==> src/inc/pdwt_pkg.sv <==
// What this block does
// - Accept any address inside enabled window
// - Only window 3 decodes dual-address cycles
// - DAC hit needs high zero, base match
// - Hit translates to 33-bit memory address
// - Direct map ORs masked base, address
// - Physical bits 39..33 always zero
// - Table select walks page table in memory
// - Entry address joins base and address
// - Entry: valid bit 0, page bits 20..1
// - Page address above address bits 12..2
// - Eight-entry associative buffer skips fetches
// - Four lockable entries; locked ones never replaced
// - Tag bits 31..15, four pages each
// - Hit needs tag, dual flag, valid
// - Miss fetches four, round-robin unlocked victim
// - Refill loads tag and dual flag
// - Invalid entry raises exception
// - Invalidate-all clears every buffer entry
// - Mask sets power-of-two window size
// - Disabled window never hits
// - Hit claims cycle with device select
package pdwt_pkg;
  localparam int PDWT_WINDOWS = 4;
  localparam int PDWT_DAC_WINDOW = 3;
  localparam int PDWT_ENTRIES = 8;
  localparam int PDWT_LOCKABLE = 4;
  localparam int PDWT_PAGES = 4;
  localparam int PDWT_MASK_LO = 20;
  localparam int PDWT_PAGE_LO = 13;
  localparam int PDWT_TAG_LO = 15;
  localparam int PDWT_PTE_VALID = 0;
  localparam logic [2:0] PDWT_PTR_RESET = 3'h4;
  localparam logic [7:0] PDWT_RESET_FLAGS = 8'h00;
  typedef logic [16:0] pdwt_tag_t;
  typedef logic [19:0] pdwt_page_t;
  typedef enum {PDWT_IDLE, PDWT_FETCH, PDWT_WAIT, PDWT_DONE} pdwt_state_e;
endpackage

==> src/rtl/pdwt_window_match.sv <==
`timescale 1ns/10ps
module pdwt_window_match
  import pdwt_pkg::*;
(
  // Incoming cycle
  input wire logic [63:0] pciAddr,
  input wire logic dualCycle,
  // Window setup
  input wire logic [11:0] baseHi,
  input wire logic [11:0] maskHi,
  input wire logic windowEnableBit,
  input wire logic dacCapable,
  input wire logic dacEnable,
  input wire logic [7:0] dacBase,
  // Result
  output logic hit
);
  // Only unmasked upper bits compare; all-ones mask compares nothing
  wire logic lowMatch = ((pciAddr[31:20] ^ baseHi) & ~maskHi) == 12'h000;
  wire logic highMatch = (pciAddr[63:40] == 24'h000000) && (pciAddr[39:32] == dacBase);
  wire logic dacOk = dacCapable && dacEnable && highMatch;
  // Whole window accepted, whatever the device really uses
  assign hit = windowEnableBit && lowMatch && (dualCycle ? dacOk : 1'b1);
endmodule

==> src/rtl/pdwt_xlate_buffer.sv <==
`timescale 1ns/10ps
module pdwt_xlate_buffer
  import pdwt_pkg::*;
(
  // Clock and reset
  input wire logic clk,
  input wire logic rst_b,
  // Lookup
  input wire logic [18:0] lookAddr,
  input wire logic lookDual,
  output logic lookHit,
  output logic [19:0] lookPage,
  // Refill
  input wire logic fillEn,
  input wire logic [16:0] fillTag,
  input wire logic fillDual,
  input wire logic [3:0] fillValid,
  input wire logic [79:0] fillPages,
  // Control
  input wire logic [3:0] lockMask,
  input wire logic xlate_buffer_invalidate_all
);
  pdwt_tag_t tag [PDWT_ENTRIES];
  logic [PDWT_ENTRIES-1:0] dual;
  logic [PDWT_ENTRIES-1:0] used;
  logic [3:0] valid [PDWT_ENTRIES];
  pdwt_page_t page [PDWT_ENTRIES][PDWT_PAGES];
  logic [2:0] ptr;
  logic [PDWT_ENTRIES-1:0] hitVec;
  logic [19:0] pageSel [PDWT_ENTRIES];
  wire logic [1:0] sub = lookAddr[1:0];

  // Compare all tags in parallel; selected item must be valid
  genvar g;
  generate
    for (g = 0; g < PDWT_ENTRIES; g++) begin : gCmp
      assign hitVec[g] = used[g] && tag[g] == lookAddr[18:2] && dual[g] == lookDual && valid[g][sub];
      assign pageSel[g] = hitVec[g] ? page[g][sub] : 20'h00000;
    end
  endgenerate
  assign lookHit = |hitVec;

  always_comb begin
    lookPage = 20'h00000;
    for (int i = 0; i < PDWT_ENTRIES; i++) begin
      lookPage = lookPage | pageSel[i];
    end
  end

  // Entry is locked when it is one of the lockable four and its bit is set
  function automatic logic isLocked(input logic [2:0] idx, input logic [3:0] lk);
    isLocked = (idx < 3'(PDWT_LOCKABLE)) && lk[idx[1:0]];
  endfunction

  // Next unlocked slot after ptr; 4..7 never lock, so one always exists
  logic [2:0] next_ptr;
  always_comb begin
    logic [2:0] cand;
    logic found;
    cand = 3'h0;
    found = 1'b0;
    next_ptr = ptr;
    for (int k = 1; k <= PDWT_ENTRIES; k++) begin
      cand = ptr + 3'(k);
      if (!found && !isLocked(cand, lockMask)) begin
        next_ptr = cand;
        found = 1'b1;
      end
    end
  end
  wire logic [2:0] victim = isLocked(ptr, lockMask) ? next_ptr : ptr;

  // Refill writes victim; invalidate-all wins since its data may be stale
  always_ff @(posedge clk or negedge rst_b) begin
    if (!rst_b) begin
      used <= PDWT_RESET_FLAGS;
      dual <= PDWT_RESET_FLAGS;
      ptr <= PDWT_PTR_RESET;
    end else if (xlate_buffer_invalidate_all) begin
      used <= PDWT_RESET_FLAGS;
    end else if (fillEn) begin
      used[victim] <= 1'b1;
      dual[victim] <= fillDual;
      ptr <= victim + 3'h1;
    end
  end

  // Data store has no reset; used guards it
  always_ff @(posedge clk) begin
    if (fillEn) begin
      tag[victim] <= fillTag;
      valid[victim] <= fillValid;
      for (int p = 0; p < PDWT_PAGES; p++) begin
        page[victim][p] <= fillPages[p*20 +: 20];
      end
    end
  end
endmodule

==> src/rtl/pdwt_translator.sv <==
`timescale 1ns/10ps
module pdwt_translator
  import pdwt_pkg::*;
(
  // Clock and reset
  input wire logic clk,
  input wire logic rst_b,
  // PCI request (one cycle strobe)
  input wire logic reqValid,
  input wire logic [63:0] reqAddr,
  input wire logic reqDual,
  output logic devsel,
  // Window setup, four windows packed
  input wire logic [47:0] winBase,
  input wire logic [47:0] winMask,
  input wire logic [3:0] window_enable_bit,
  input wire logic [3:0] table_map_select,
  input wire logic [83:0] winXlateBase,
  input wire logic winDacEnable,
  input wire logic [7:0] winDacBase,
  // Buffer control
  input wire logic [3:0] lockMask,
  input wire logic xlate_buffer_invalidate_all,
  // Page-table fetch to memory
  output logic pteReq,
  output logic [33:0] pteAddr,
  input wire logic pteAck,
  input wire logic [255:0] pteData,
  // Result
  output logic busy,
  output logic resValid,
  output logic [39:0] resAddr,
  output logic resFault
);
  pdwt_state_e state;
  logic [3:0] hits;
  logic [63:0] addr;
  logic dualQ;
  logic [1:0] winQ;

  genvar w;
  generate
    for (w = 0; w < PDWT_WINDOWS; w++) begin : gWin
      pdwt_window_match uMatch (
        .pciAddr(reqAddr),
        .dualCycle(reqDual),
        .baseHi(winBase[w*12 +: 12]),
        .maskHi(winMask[w*12 +: 12]),
        .windowEnableBit(window_enable_bit[w]),
        .dacCapable(w == PDWT_DAC_WINDOW),
        .dacEnable(winDacEnable),
        .dacBase(winDacBase),
        .hit(hits[w])
      );
    end
  endgenerate

  // Windows never overlap, so a plain encoder picks the hitter
  wire logic anyHit = |hits;
  wire logic [1:0] winNow = hits[3] ? 2'h3 : hits[2] ? 2'h2 : hits[1] ? 2'h1 : 2'h0;
  assign devsel = reqValid && !busy && anyHit;
  assign busy = (state != PDWT_IDLE);

  // Held request fields
  wire logic [11:0] mask = winMask[winQ*12 +: 12];
  wire logic [20:0] tbase = winXlateBase[winQ*21 +: 21];
  wire logic useTable = table_map_select[winQ];

  // Direct: AND-OR of base and offset, base bits under the mask are cleared
  wire logic [32:0] dirHi = {tbase[20:8] & ~{1'b0, mask}, 20'h00000};
  wire logic [32:0] dirLo = {1'b0, mask, 20'hfffff} & addr[32:0];
  wire logic [32:2] dirAddr = dirHi[32:2] | {1'b0, dirLo[31:2]};

  // Table address per entry, aligned to four-entry group
  // Base field holds bits 32..12; base bits that the offset covers are cleared
  function automatic logic [33:0] pteAt(input logic [20:0] tb, input logic [11:0] mk, input logic [31:0] a);
    logic [33:0] off;
    off = {12'h000, ({mk, 7'h7f} & a[31:13]), 3'h0};
    pteAt = ({1'b0, tb, 12'h000} & ~{12'h000, mk, 10'h000}) | off;
  endfunction
  wire logic [33:0] pteFull = pteAt(tbase, mask, addr[31:0]);
  wire logic [33:0] groupAddr = {pteFull[33:5], 5'h00};

  // Buffer lookup for the held address
  logic bufHit;
  logic [19:0] bufPage;
  logic fillEn;
  logic [3:0] fillValid;
  logic [79:0] fillPages;
  generate
    for (w = 0; w < PDWT_PAGES; w++) begin : gPte
      assign fillValid[w] = pteData[w*64 + PDWT_PTE_VALID];
      assign fillPages[w*20 +: 20] = pteData[w*64+1 +: 20];
    end
  endgenerate
  assign fillEn = (state == PDWT_WAIT) && pteAck;

  pdwt_xlate_buffer uBuf (
    .clk(clk),
    .rst_b(rst_b),
    .lookAddr(addr[31:13]),
    .lookDual(dualQ),
    .lookHit(bufHit),
    .lookPage(bufPage),
    .fillEn(fillEn),
    .fillTag(addr[31:15]),
    .fillDual(dualQ),
    .fillValid(fillValid),
    .fillPages(fillPages),
    .lockMask(lockMask),
    .xlate_buffer_invalidate_all(xlate_buffer_invalidate_all)
  );

  wire logic [1:0] sub = addr[14:13];
  wire logic fetchedValid = fillValid[sub];
  wire logic [19:0] fetchedPage = fillPages[sub*20 +: 20];

  // Capture request
  always_ff @(posedge clk or negedge rst_b) begin
    if (!rst_b) begin
      addr <= 64'h0000000000000000;
      dualQ <= 1'b0;
      winQ <= 2'h0;
    end else if (devsel) begin
      addr <= reqAddr;
      dualQ <= reqDual;
      winQ <= winNow;
    end
  end

  // Sequencer: hit -> translate, miss -> fetch group then translate
  always_ff @(posedge clk or negedge rst_b) begin
    if (!rst_b) begin
      state <= PDWT_IDLE;
      pteReq <= 1'b0;
      pteAddr <= 34'h000000000;
      resValid <= 1'b0;
      resAddr <= 40'h0000000000;
      resFault <= 1'b0;
    end else begin
      resValid <= 1'b0;
      resFault <= 1'b0;
      case (state)
        PDWT_IDLE: begin
          if (devsel) begin
            state <= PDWT_FETCH;
          end
        end
        PDWT_FETCH: begin
          if (!useTable) begin
            resValid <= 1'b1;
            resAddr <= {7'h00, dirAddr, 2'h0};
            state <= PDWT_IDLE;
          end else if (bufHit) begin
            resValid <= 1'b1;
            resAddr <= {7'h00, bufPage, addr[12:2], 2'h0};
            state <= PDWT_IDLE;
          end else begin
            pteReq <= 1'b1;
            pteAddr <= groupAddr;
            state <= PDWT_WAIT;
          end
        end
        PDWT_WAIT: begin
          if (pteAck) begin
            pteReq <= 1'b0;
            state <= PDWT_DONE;
            if (fetchedValid) begin
              resValid <= 1'b1;
              resAddr <= {7'h00, fetchedPage, addr[12:2], 2'h0};
            end else begin
              resFault <= 1'b1;
            end
          end
        end
        PDWT_DONE: begin
          state <= PDWT_IDLE;
        end
        default: begin
          state <= PDWT_IDLE;
        end
      endcase
    end
  end
endmodule

==> config.mk <==
export PLATFORM = sky130hd
export DESIGN_NAME = pdwt_translator
export DESIGN_NICKNAME = d
export VERILOG_FILES = /design/src/inc/pdwt_pkg.sv /design/src/rtl/pdwt_window_match.sv /design/src/rtl/pdwt_xlate_buffer.sv /design/src/rtl/pdwt_translator.sv
export SDC_FILE = /design/constraint.sdc
export NUM_CORES = 1
export LEC_CHECK = 0
export ABC_CLOCK_PERIOD_IN_PS = 11700
export BUFFER_PORTS_ARGS = -buffer_cell sky130_fd_sc_hd__buf_2
export CAP_MARGIN = 20
export CORE_MARGIN = 1.5
export CORE_UTILIZATION = 50
export DETAILED_ROUTE_END_ITERATION = 8
export GPL_TIMING_DRIVEN = 0
export HOLD_SLACK_MARGIN = 0.1
export MAX_ROUTING_LAYER = met4
export PLACE_DENSITY = 0.79
export SETUP_SLACK_MARGIN = 0.2
export SYNTH_ARGS = -nofsm -noshare
export SYNTH_HDL_FRONTEND = slang
export SYNTH_SLANG_ARGS = --single-unit
==> constraint.sdc <==
create_clock -name clk -period 11.7 [get_ports clk]
set_input_delay 2.34 -clock clk [delete_from_list [all_inputs] [get_ports clk]]
set_output_delay 2.34 -clock clk [all_outputs]
set_load 0.05 [all_outputs]
**After elaboration in Yosys (flattened, before gate mapping)**

Memory sizes are Yosys's and may differ from the RTL's.
Index checks and enable logic that the tools add are counted.

- Input port bits: 527
- Register bits after elaboration: 158
- Memories: 3
- RAM bits: 808
- Output and inout bits: 79

Memories:

| name | words | bits a word | rd ports | clocked after Yosys merged registers in | write ports | line | text |
|---|---|---|---|---|---|---|---|
| uBuf.page | 8 | 80 | 8 | 0 | 1 | pdwt_xlate_buffer.sv:27 | `pdwt_page_t page [PDWT_ENTRIES][PDWT_PAGES];` |
| uBuf.tag | 8 | 17 | 8 | 0 | 1 | pdwt_xlate_buffer.sv:23 | `pdwt_tag_t tag [PDWT_ENTRIES];` |
| uBuf.valid | 8 | 4 | 8 | 0 | 1 | pdwt_xlate_buffer.sv:26 | `logic [3:0] valid [PDWT_ENTRIES];` |

- Multiply operators: 3
- Equality and inequality tests: 26
- Muxes and demuxes: 118
- Magnitude comparators: 21
- Add/subtract/negate cells: 8
- Shift-type cells: 3
- Bitwise gates (word level): 31
- Reduce and logical (&&, ||, !) cells: 83

Operators by type and width:

| kind | count |
|---|---|
| two-way mux 20 bit | 24 |
| binary-select mux 20 bit (select 2 bit) | 8 |
| two-way mux 40 bit | 4 |
| OR 20 bit | 7 |
| == test 17 bit | 8 |
| case mux 32 bit (3 select lines) | 1 |
| indexed part select 84 x 8 -> 21 bit | 1 |
| case mux 40 bit (2 select lines) | 1 |
| indexed part select 80 x 8 -> 20 bit | 1 |
| two-way mux 32 bit | 2 |
| logical AND 1 bit | 53 |
| bitwise AND 12 bit | 4 |
| zero test 12 bit | 4 |
| inverter 12 bit | 4 |
| indexed part select 48 x 7 -> 12 bit | 1 |
| XOR 12 bit | 4 |
| two-way mux 1 bit | 41 |
| binary-select mux 1 bit (select 2 bit) | 18 |
| bitwise AND 33 x 34 -> 34 bit | 1 |
| inverter 22 -> 34 bit | 1 |
| OR 34 x 22 -> 34 bit | 1 |
| bitwise AND 32 bit | 1 |
| == test 32 x 1 -> 1 bit, second input constant | 1 |
| == test 32 x 2 -> 1 bit, second input constant | 1 |
| other kinds (39) | 101 |

**Longest topological paths before layout**

Gate-level depths: netlist of run 1.

- Depth after elaboration: 33
- Depth in mapped cells: 15
- Depth with buffers taken out: 13

**Modules after synthesis**

Synthesis of run 1 repeated with hierarchy kept, for this count alone.

- Cell total of the unflattened synthesis: 2,296
- Area, all modules: 39,805.7 um2

Modules (own cells, without submodules):

| module | area each (um2) | times used | cells each |
|---|---|---|---|
| pdwt_xlate_buffer | 32,563.7 | 1 | 1,645 |
| pdwt_translator | 5,895.7 | 1 | 483 |
| pdwt_window_match | 336.6 | 4 | 42 |

**Worst setup path before layout of run 1**

No wires, ideal clock.

- Path kind: input -> register
- Start point: input port lockMask[1]
- End point: memory uBuf.page[2][0] in the netlist's numbering (enable)
- Required time: 10.888 ns
- Setup slack: -2.485 ns
- Buffers on the path: 0
- Stages: 7
- Arrival: 13.372 ns
- Path through: mux4_2 -> nand2_1 -> a21o_1 -> a31oi_1 -> xnor2_1 -> inv_2 -> nor4_1

- Cells in the longest elaborated chain, start to end: 25

RTL lines:

| element | line | text |
|---|---|---|
| start, declared | pdwt_translator.sv:22 | `input wire logic [3:0] lockMask,` |
| binary-select mux 1 bit (select 2 bit) | pdwt_xlate_buffer.sv:52 | `isLocked = (idx < 3'(PDWT_LOCKABLE)) && lk[idx[1:0]];` |
| two-way mux 1 bit (implied by the code) | pdwt_xlate_buffer.sv:52 |  |
| logical AND 1 bit | pdwt_xlate_buffer.sv:52 |  |
| zero test 1 bit | pdwt_xlate_buffer.sv:65 | `if (!found && !isLocked(cand, lockMask)) begin` |
| logical AND 1 bit | pdwt_xlate_buffer.sv:65 |  |
| two-way mux 1 bit | pdwt_xlate_buffer.sv:65 |  |
| zero test 1 bit | pdwt_xlate_buffer.sv:65 |  |
| logical AND 1 bit | pdwt_xlate_buffer.sv:65 |  |
| [9 not listed] | n/a |  |
| two-way mux 1 bit | pdwt_xlate_buffer.sv:65 |  |
| zero test 1 bit | pdwt_xlate_buffer.sv:65 |  |
| logical AND 1 bit | pdwt_xlate_buffer.sv:65 |  |
| two-way mux 1 bit | pdwt_xlate_buffer.sv:65 |  |
| zero test 1 bit | pdwt_xlate_buffer.sv:65 |  |
| logical AND 1 bit | pdwt_xlate_buffer.sv:65 |  |
| two-way mux 3 bit | pdwt_xlate_buffer.sv:65 |  |
| two-way mux 3 bit * | pdwt_xlate_buffer.sv:71 | `wire logic [2:0] victim = isLocked(ptr, lockMask) ? next_ptr : ptr;` |
| end, declared | pdwt_xlate_buffer.sv:27 |  |

Every way passes the cells marked *; elsewhere a longest branch is shown, timed or not. The select of a mux whose other input is x is not followed.

**Worst setup path in the final report of run 1**

- Start point: input port reqAddr[20]
- End point: output port devsel

- Cells in the longest elaborated chain, start to end: 7

RTL lines:

| element | line | text |
|---|---|---|
| start, declared | pdwt_translator.sv:10 | `input wire logic [63:0] reqAddr,` |
| XOR 12 bit | pdwt_window_match.sv:19 | `wire logic lowMatch = ((pciAddr[31:20] ^ baseHi) & ~maskHi) == 12'h000;` |
| bitwise AND 12 bit | pdwt_window_match.sv:19 |  |
| zero test 12 bit | pdwt_window_match.sv:19 |  |
| logical AND 1 bit (2 in series) | pdwt_window_match.sv:23 | `assign hit = windowEnableBit && lowMatch && (dualCycle ? dacOk : 1'b1);` |
| OR reduction 4 bit * | pdwt_translator.sv:59 | `wire logic anyHit = \|hits;` |
| logical AND 1 bit * | pdwt_translator.sv:61 | `assign devsel = reqValid && !busy && anyHit;` |
| end, declared | pdwt_translator.sv:12 | `output logic devsel,` |

Every way passes the cells marked *; elsewhere a longest branch is shown, timed or not.

==> results by group, run 1 <==
CTS
  – Longest Clk Path Bufs: 3
  – CTS buffer count: 89
  – Root Driver: clkbuf_16
  – Hold_buf cts: 0
  – Post-CTS Resized: 0
  – Clock slew seen by the registers of the worst setup and hold paths: 0.06 ns
  – CTS HTree Levels: 3
  – Clk_lat worst skew: 0.68 ns
  – TritonCTS Sinks: 924
  – Post-CTS setup buffer count: 0
  – CTS tree: built

Floorplan
  – Initial core utilization: 0.5049
  – Die area: 79910 µm²
  – Number of top-level pins: 606
  – Core area: 77470 µm²
  – # rows: 102
  – Die X: 282.7 µm
  – Chip height: 282.7 µm

Yosys
  – Post-Syn Instances: 2125
  – Syn Area/Cell: 18.41 µm²
  – Share of the synthesized area in the top cell type: 0.6203
  – Sequential share of the synthesized area: 0.6946
  – Post-synth ARST share: 0.1255
  – Mapped cell area: 39110 µm²
  – EDFF count, synth: 808
  – Top cell type by total area after synthesis: edfxtp_1
  – Synth cell types: 65
  – Synth top area cells: edfxtp_1 62%, mux4_2 13%, dfrtp_1 7.4%
  – Commonest register cell after synthesis: edfxtp_1
  – Yosys reg bits: 924
  – Syn. warnings: 0
  – Commonest cells in the synthesized netlist: 808 x edfxtp_1, 220 x mux4_2, 187 x xnor2_1
  – Most common cell in the synthesized netlist: edfxtp_1

Global routing
  – Remaining global-route overflow: 0
  – Vias in the first global route: 24840
  – GRT Overall Usage: 0.3252
  – First-pass GRT wire length: 175200 µm
  – Largest net degree at the start of global routing: 77
  – Initial antenna violation count: 25

Run status
  – Status: finished clean

Placed design
  – Port Buffers: 403
  – Gpl congestion: 0.9014
  – DP Wirelength: 87430 µm

Hold path
  – Worst hold path type: reg2reg

STA
  – TNS Setup: 0 ns
  – Fmax: 0.1116 GHz
  – Setup violations, final: 0
  – Final worst path period need: 8.961 ns
  – Slew HR: 0.1159
  – RSZ-0062 raised after global routing: no
  – Ratio of final minimum period to clock period: 0.7659
  – Max Slew Vio Count: 0
  – Max Clock Skew: 0.05094 ns
  – Worst Max-Slew Pin Slew: 1.315 ns
  – Hold Fails Final Rpt: 0
  – Fin Hold WS: 0.5063 ns

Layout
  – Layout Nets: 3279
  – Reg area: 27170 µm²
  – Syn-to-layout area delta: 19.64%
  – Area of the multi-input gates: 11300 µm²
  – Share of cells above drive strength 1: 0.3687
  – Fillers: 5447

Worst setup path
  – Worst EP arrival: 6.62 ns
  – Critical Path Sink Type: primary output
  – Startpoint class of the critical path: input port
  – Worst path required time: 9.36 ns
  – Critical setup path kind: in2out
  – Crit Path Max Fanout: 10

Pwr
  – Worst VDD drop: 165.0 µV
  – Static leakage: 16.31 nW
  – Power per Cell Area: 246.3 nW/µm²

Routing
  – WL/cell: 32.82 µm
  – Antenna-violating nets left: 0
  – Routed wire length: 127500 µm
  – # DRC: 0
  – Vias: 25100
  – 1st-pass router iterations: 6
  – Vias per cell: 6.460
  – Iter 0 DRT Violations: 4329

Flow run
  – Max_cap viols: 0
stage by stage:
step	instances	setup slack, ns	util	power, mW	area (µm²)
floorplan	2139	-2.485	-	7.020	39170
global placement	3582	-8.394	0.5484	8.300	42480
detailed placement	3688	3.419	0.5631	8.428	43620
CTS	3855	3.415	0.6024	11.42	46670
global route	3883	2.755	0.6040	11.82	46790
finish	3886	2.739	0.6041	11.52	46800
cell usage in the layout (no fill, tap or decap), types with 31 or more instances in the layout:
cell type  netlist  final
a21oi_1         66     66
xnor2_1        187    187
inv_1           34     34
nand4_1         53     53
nand2_1         43     43
clkbuf_1        69     87
dfrtp_1        115    115
mux2i_1         34     34
clkbuf_16        0     92
mux2_2          55     55
buf_6            4     40
o21ai_0         31     31
edfxtp_1       808    808
nand3_1         49     49
buf_4           16     74
mux4_2         220    220
buf_2           34    439
cell type report:
cell class / count / area share
multi-input cells: 1041 / 0.2416
clock buffers: 115 / 0.05211
flip-flops and latches: 924 / 0.5805
diodes: 25 / 0.001337
clock inverters: 52 / 0.01305
inverters: 35 / 0.002807
repair buffers: 515 / 0.06674
plain buffers: 139 / 0.01404
well taps: 1040 / 0.02781
state kept, by name (all words and copies together) (netlist names), 2 cells and up:
| name | count |
|---|---|
| state | 2 |
| uBuf.dual | 8 |
| resAddr | 31 |
| uBuf.ptr | 3 |
| uBuf.used | 8 |
| uBuf.page | 640 |
| winQ | 2 |
| uBuf.tag | 136 |
| pteAddr | 28 |
| addr | 30 |
| uBuf.valid | 32 |
worst paths after layout:
kind	from	to	slack (ns)	depth (start not counted)
worst max-delay path	reqAddr[20]	devsel	2.74	8
worst min-delay path	pteAddr[6]$_DFFE_PN0P_	pteAddr[6]$_DFFE_PN0P_	0.51	1
worst max register to register	uBuf.ptr[1]$_DFFE_PN0P_	uBuf.page[6][37]$_DFFE_PP_	6.14	17
worst min register to register	pteAddr[6]$_DFFE_PN0P_	pteAddr[6]$_DFFE_PN0P_	0.51	1
max in group asynchronous	rst_b	resAddr[24]$_DFFE_PN0P_	9.27	2
min in group asynchronous	rst_b	pteAddr[5]$_DFFE_PN0P_	1.62	1
kinds of logic after synthesis:
group,count (synthesis),synth area share
AO/OA/AOI/OAI,207,0.03621
XOR/XNOR,201,0.04501
adder cells (fa/ha/maj),7,0.002239
buffers and inverters,174,0.02009
flip-flops,924,0.6946
multiplexers,345,0.1645
other,1,0.00009587
AND/OR/NAND/NOR,266,0.03733
power breakdown:
part | leakage (nW) | switching [mW] | internal, mW
clock network | 1.49 | 1.30 | 1.71
logic | 6.00 | 2.53 | 1.52
registers | 8.82 | 0.300 | 4.17
total | 16.3 | 4.12 | 7.40
critical path: stages:
cell and delay (ns):
clkbuf_1 0.52, xnor2_1 0.21, o22ai_1 0.11, nor4_1 0.94, o2111ai_1 0.42, a41oi_2 0.87
clkbuf_1 0.73, buf_2 0.45
layer usage:
metal,share of wire,vias up,GRT usage,wire length (µm)
met5,0,-,-,0
met1,0.33,12560,0.3800,42150
met4,0.062,0,0.1841,7949
met2,0.48,2244,0.5013,60910
met3,0.13,445,0.1011,16510
li1,-,9858,-,-
(Power assumes the default switching activity.)
==> inputs of run 2 (changes only) <==
--- a/config.mk
+++ b/config.mk
@@ -5,7 +5,7 @@
 export SDC_FILE = /design/constraint.sdc
 export NUM_CORES = 1
 export LEC_CHECK = 0
-export ABC_CLOCK_PERIOD_IN_PS = 11700
+export ABC_CLOCK_PERIOD_IN_PS = 7400
 export BUFFER_PORTS_ARGS = -buffer_cell sky130_fd_sc_hd__buf_2
 export CAP_MARGIN = 20
 export CORE_MARGIN = 1.5
==> constraint.sdc (replaced) <==
create_clock -name clk -period 7.4 [get_ports clk]
set_input_delay 1.48 -clock clk [delete_from_list [all_inputs] [get_ports clk]]
set_output_delay 1.48 -clock clk [all_outputs]
set_load 0.05 [all_outputs]
==> run 2 against run 1 <==
  * Non-clock buffer count fell by 32
  * First-iteration DRC count fell by 19%
  * Critical path depth did not move
  * Clock skew fell by 0.016 ns
  * Global-route usage rose by 1.7 points
  * Hold slack improved by 0.0017 ns
  * Cell area rose by 0.71%
  * Core utilization rose by 0.43 points
  * Largest cell class unchanged
  * Highest routed layer unchanged
==> results by group, run 2 (synthesized netlist as in run 1, its figures left out) <==
Placed design
  – Port Buffers: 403
  – Gpl congestion: 0.9560
  – DP Wirelength: 90560 µm
  – Post-placement cell area: 43840 µm²

CTS
  – TritonCTS Sinks: 924
  – CTS tree: built
  – Root Driver: clkbuf_16
  – Hold_buf cts: 0
  – Clock slew seen by the registers of the worst setup and hold paths: 0.06 ns
  – Post-CTS setup buffer count: 0
  – Post-CTS Resized: 0
  – CTS buffer count: 91
  – Clk_lat worst skew: 0.67 ns
  – CTS HTree Levels: 3
  – Longest Clk Path Bufs: 3

STA
  – Worst Max-Slew Pin Slew: 1.267 ns
  – Hold Fails Final Rpt: 0
  – Final worst path period need: 6.540 ns
  – Max Clock Skew: 0.03502 ns
  – RSZ-0062 raised after global routing: no
  – Slew HR: 0.1554
  – Setup violations, final: 0
  – Ratio of final minimum period to clock period: 0.8838
  – TNS Setup: 0 ns
  – Max Slew Vio Count: 0
  – Fmax: 0.1529 GHz

Worst setup path
  – Critical Path Slowest Stage Cell: nor4_1
  – Critical setup path kind: in2out
  – CP bufs+invs: 3
  – Critical Path Sink Type: primary output
  – Crit Path Max Fanout: 10
  – Crit-path cells: clkbuf_1 -> xnor2_1 -> o22ai_1 -> nor4_1 -> o2111ai_1 -> a41oi_2 -> clkbuf_1 -> buf_2
  – Critical Path Max Stage Delay: 0.74 ns
  – Startpoint class of the critical path: input port
  – Crit path max-delay family: buffers and inverters
  – Worst path required time: 5.92 ns
  – Most frequent CP cell: clkbuf_1
  – Worst EP arrival: 5.06 ns

Floorplan
  – Die X: 282.7 µm
  – Initial core utilization: 0.5049
  – # rows: 102
  – Chip height: 282.7 µm
  – Core area: 77470 µm²
  – Number of top-level pins: 606
  – Die area: 79910 µm²

Pwr
  – Power per Cell Area: 393.6 nW/µm²
  – Total power: 18.55 mW
  – Worst VDD drop: 294.2 µV
  – Pint: 11.86 mW
  – Comb pwr share: 0.359
  – Clk network pwr share: 0.260
  – Sw Ratio: 0.3605
  – Static leakage: 16.32 nW
  – Sw power: 6.687 mW
  – Reg power frac: 0.381

Layout
  – Commonest non-fill, non-tap cells in the layout: 808 x edfxtp_1, 441 x buf_2, 220 x mux4_2
  – Fillers: 5414
  – Layout Nets: 3249
  – Most flop-heavy register: uBuf.page
  – Max reg flops: 640
  – Share of cells above drive strength 1: 0.3609
  – Syn-to-layout area delta: 20.49%
  – Commonest non-fill, non-tap cell in the layout: edfxtp_1
  – Top flop regs: uBuf.page: 640 flops, uBuf.tag: 136 flops, uBuf.valid: 32 flops
  – Design Area, Final: 47130 µm²

Run status
  – Status: finished clean

Routing
  – Vias: 24860
  – Vias per cell: 6.435
  – # DRC: 0
  – Routed wire length: 131900 µm
  – 1st-pass router iterations: 6
  – Iter 0 DRT Violations: 3526
  – Antenna-violating nets left: 0
  – WL/cell: 34.15 µm

Global routing
  – Largest net degree at the start of global routing: 82
  – Remaining global-route overflow: 0
  – Initial antenna violation count: 41
  – Vias in the first global route: 25150
  – First-pass GRT wire length: 181800 µm
  – GRT Overall Usage: 0.3426

Hold path
  – Worst hold path type: reg2reg

Flow run
  – Max_cap viols: 0
run 2: worst paths after layout:
path,start,to,slack (ns),depth (start not counted)
hold reg to reg,addr[9]$_DFFE_PN0P_,resAddr[9]$_DFFE_PN0P_,0.51,1
setup / recovery,reqAddr[26],devsel,0.86,8
hold / removal,addr[9]$_DFFE_PN0P_,resAddr[9]$_DFFE_PN0P_,0.51,1
setup reg to reg,state[0]$_DFFE_PN0P_,uBuf.page[5][44]$_DFFE_PP_,2.19,10
max in group asynchronous,rst_b,addr[13]$_DFFE_PN0P_,5.80,2
min in group asynchronous,rst_b,pteAddr[25]$_DFFE_PN0P_,0.74,1
run 2: power groups by stage:
stage,clock [mW],combinational [mW],sequential (mW)
after floorplan,0,3.55,7.49
after global placement,0,5.96,7.24
after detailed placement,0,6.44,7.14
after CTS,4.84,6.53,7.05
after global routing,5.03,6.89,7.11
final,4.83,6.65,7.07
run 2: cell type report:
class                      instances  area [µm²]  share of cell area
multi-input combinational       1041       11360              0.2411
clock buffer                     112        2417             0.05129
clock inverter                    56       691.9             0.01468
tap                             1040        1301             0.02761
sequential                       924       27170              0.5765
antenna                           34       85.08            0.001805
timing repair buffer             483        3311             0.07025
inverter                          35       131.4            0.002788
buffer                           139       658.1             0.01397
run 2: routing by layer:
layer	global-route usage	vias to the layer above	part of all wire
li1	-	9816	-
met1	0.3798	12400	0.31
met2	0.5321	2143	0.48
met3	0.1038	507	0.13
met4	0.2386	0	0.077
met5	-	-	0
run 2: through the flow:
step	worst slack [ns]	hold WS (ns)	utilization	std cells
2_1_floorplan	-1.820	0.4779	-	2139
3_3_place_gp	-4.905	0.4842	0.5490	3582
3_5_place_dp	1.100	0.4930	0.5660	3655
4_1_cts	1.106	0.5056	0.6061	3823
5_1_grt	0.7696	0.5200	0.6082	3860
6_report	0.8595	0.5080	0.6083	3864
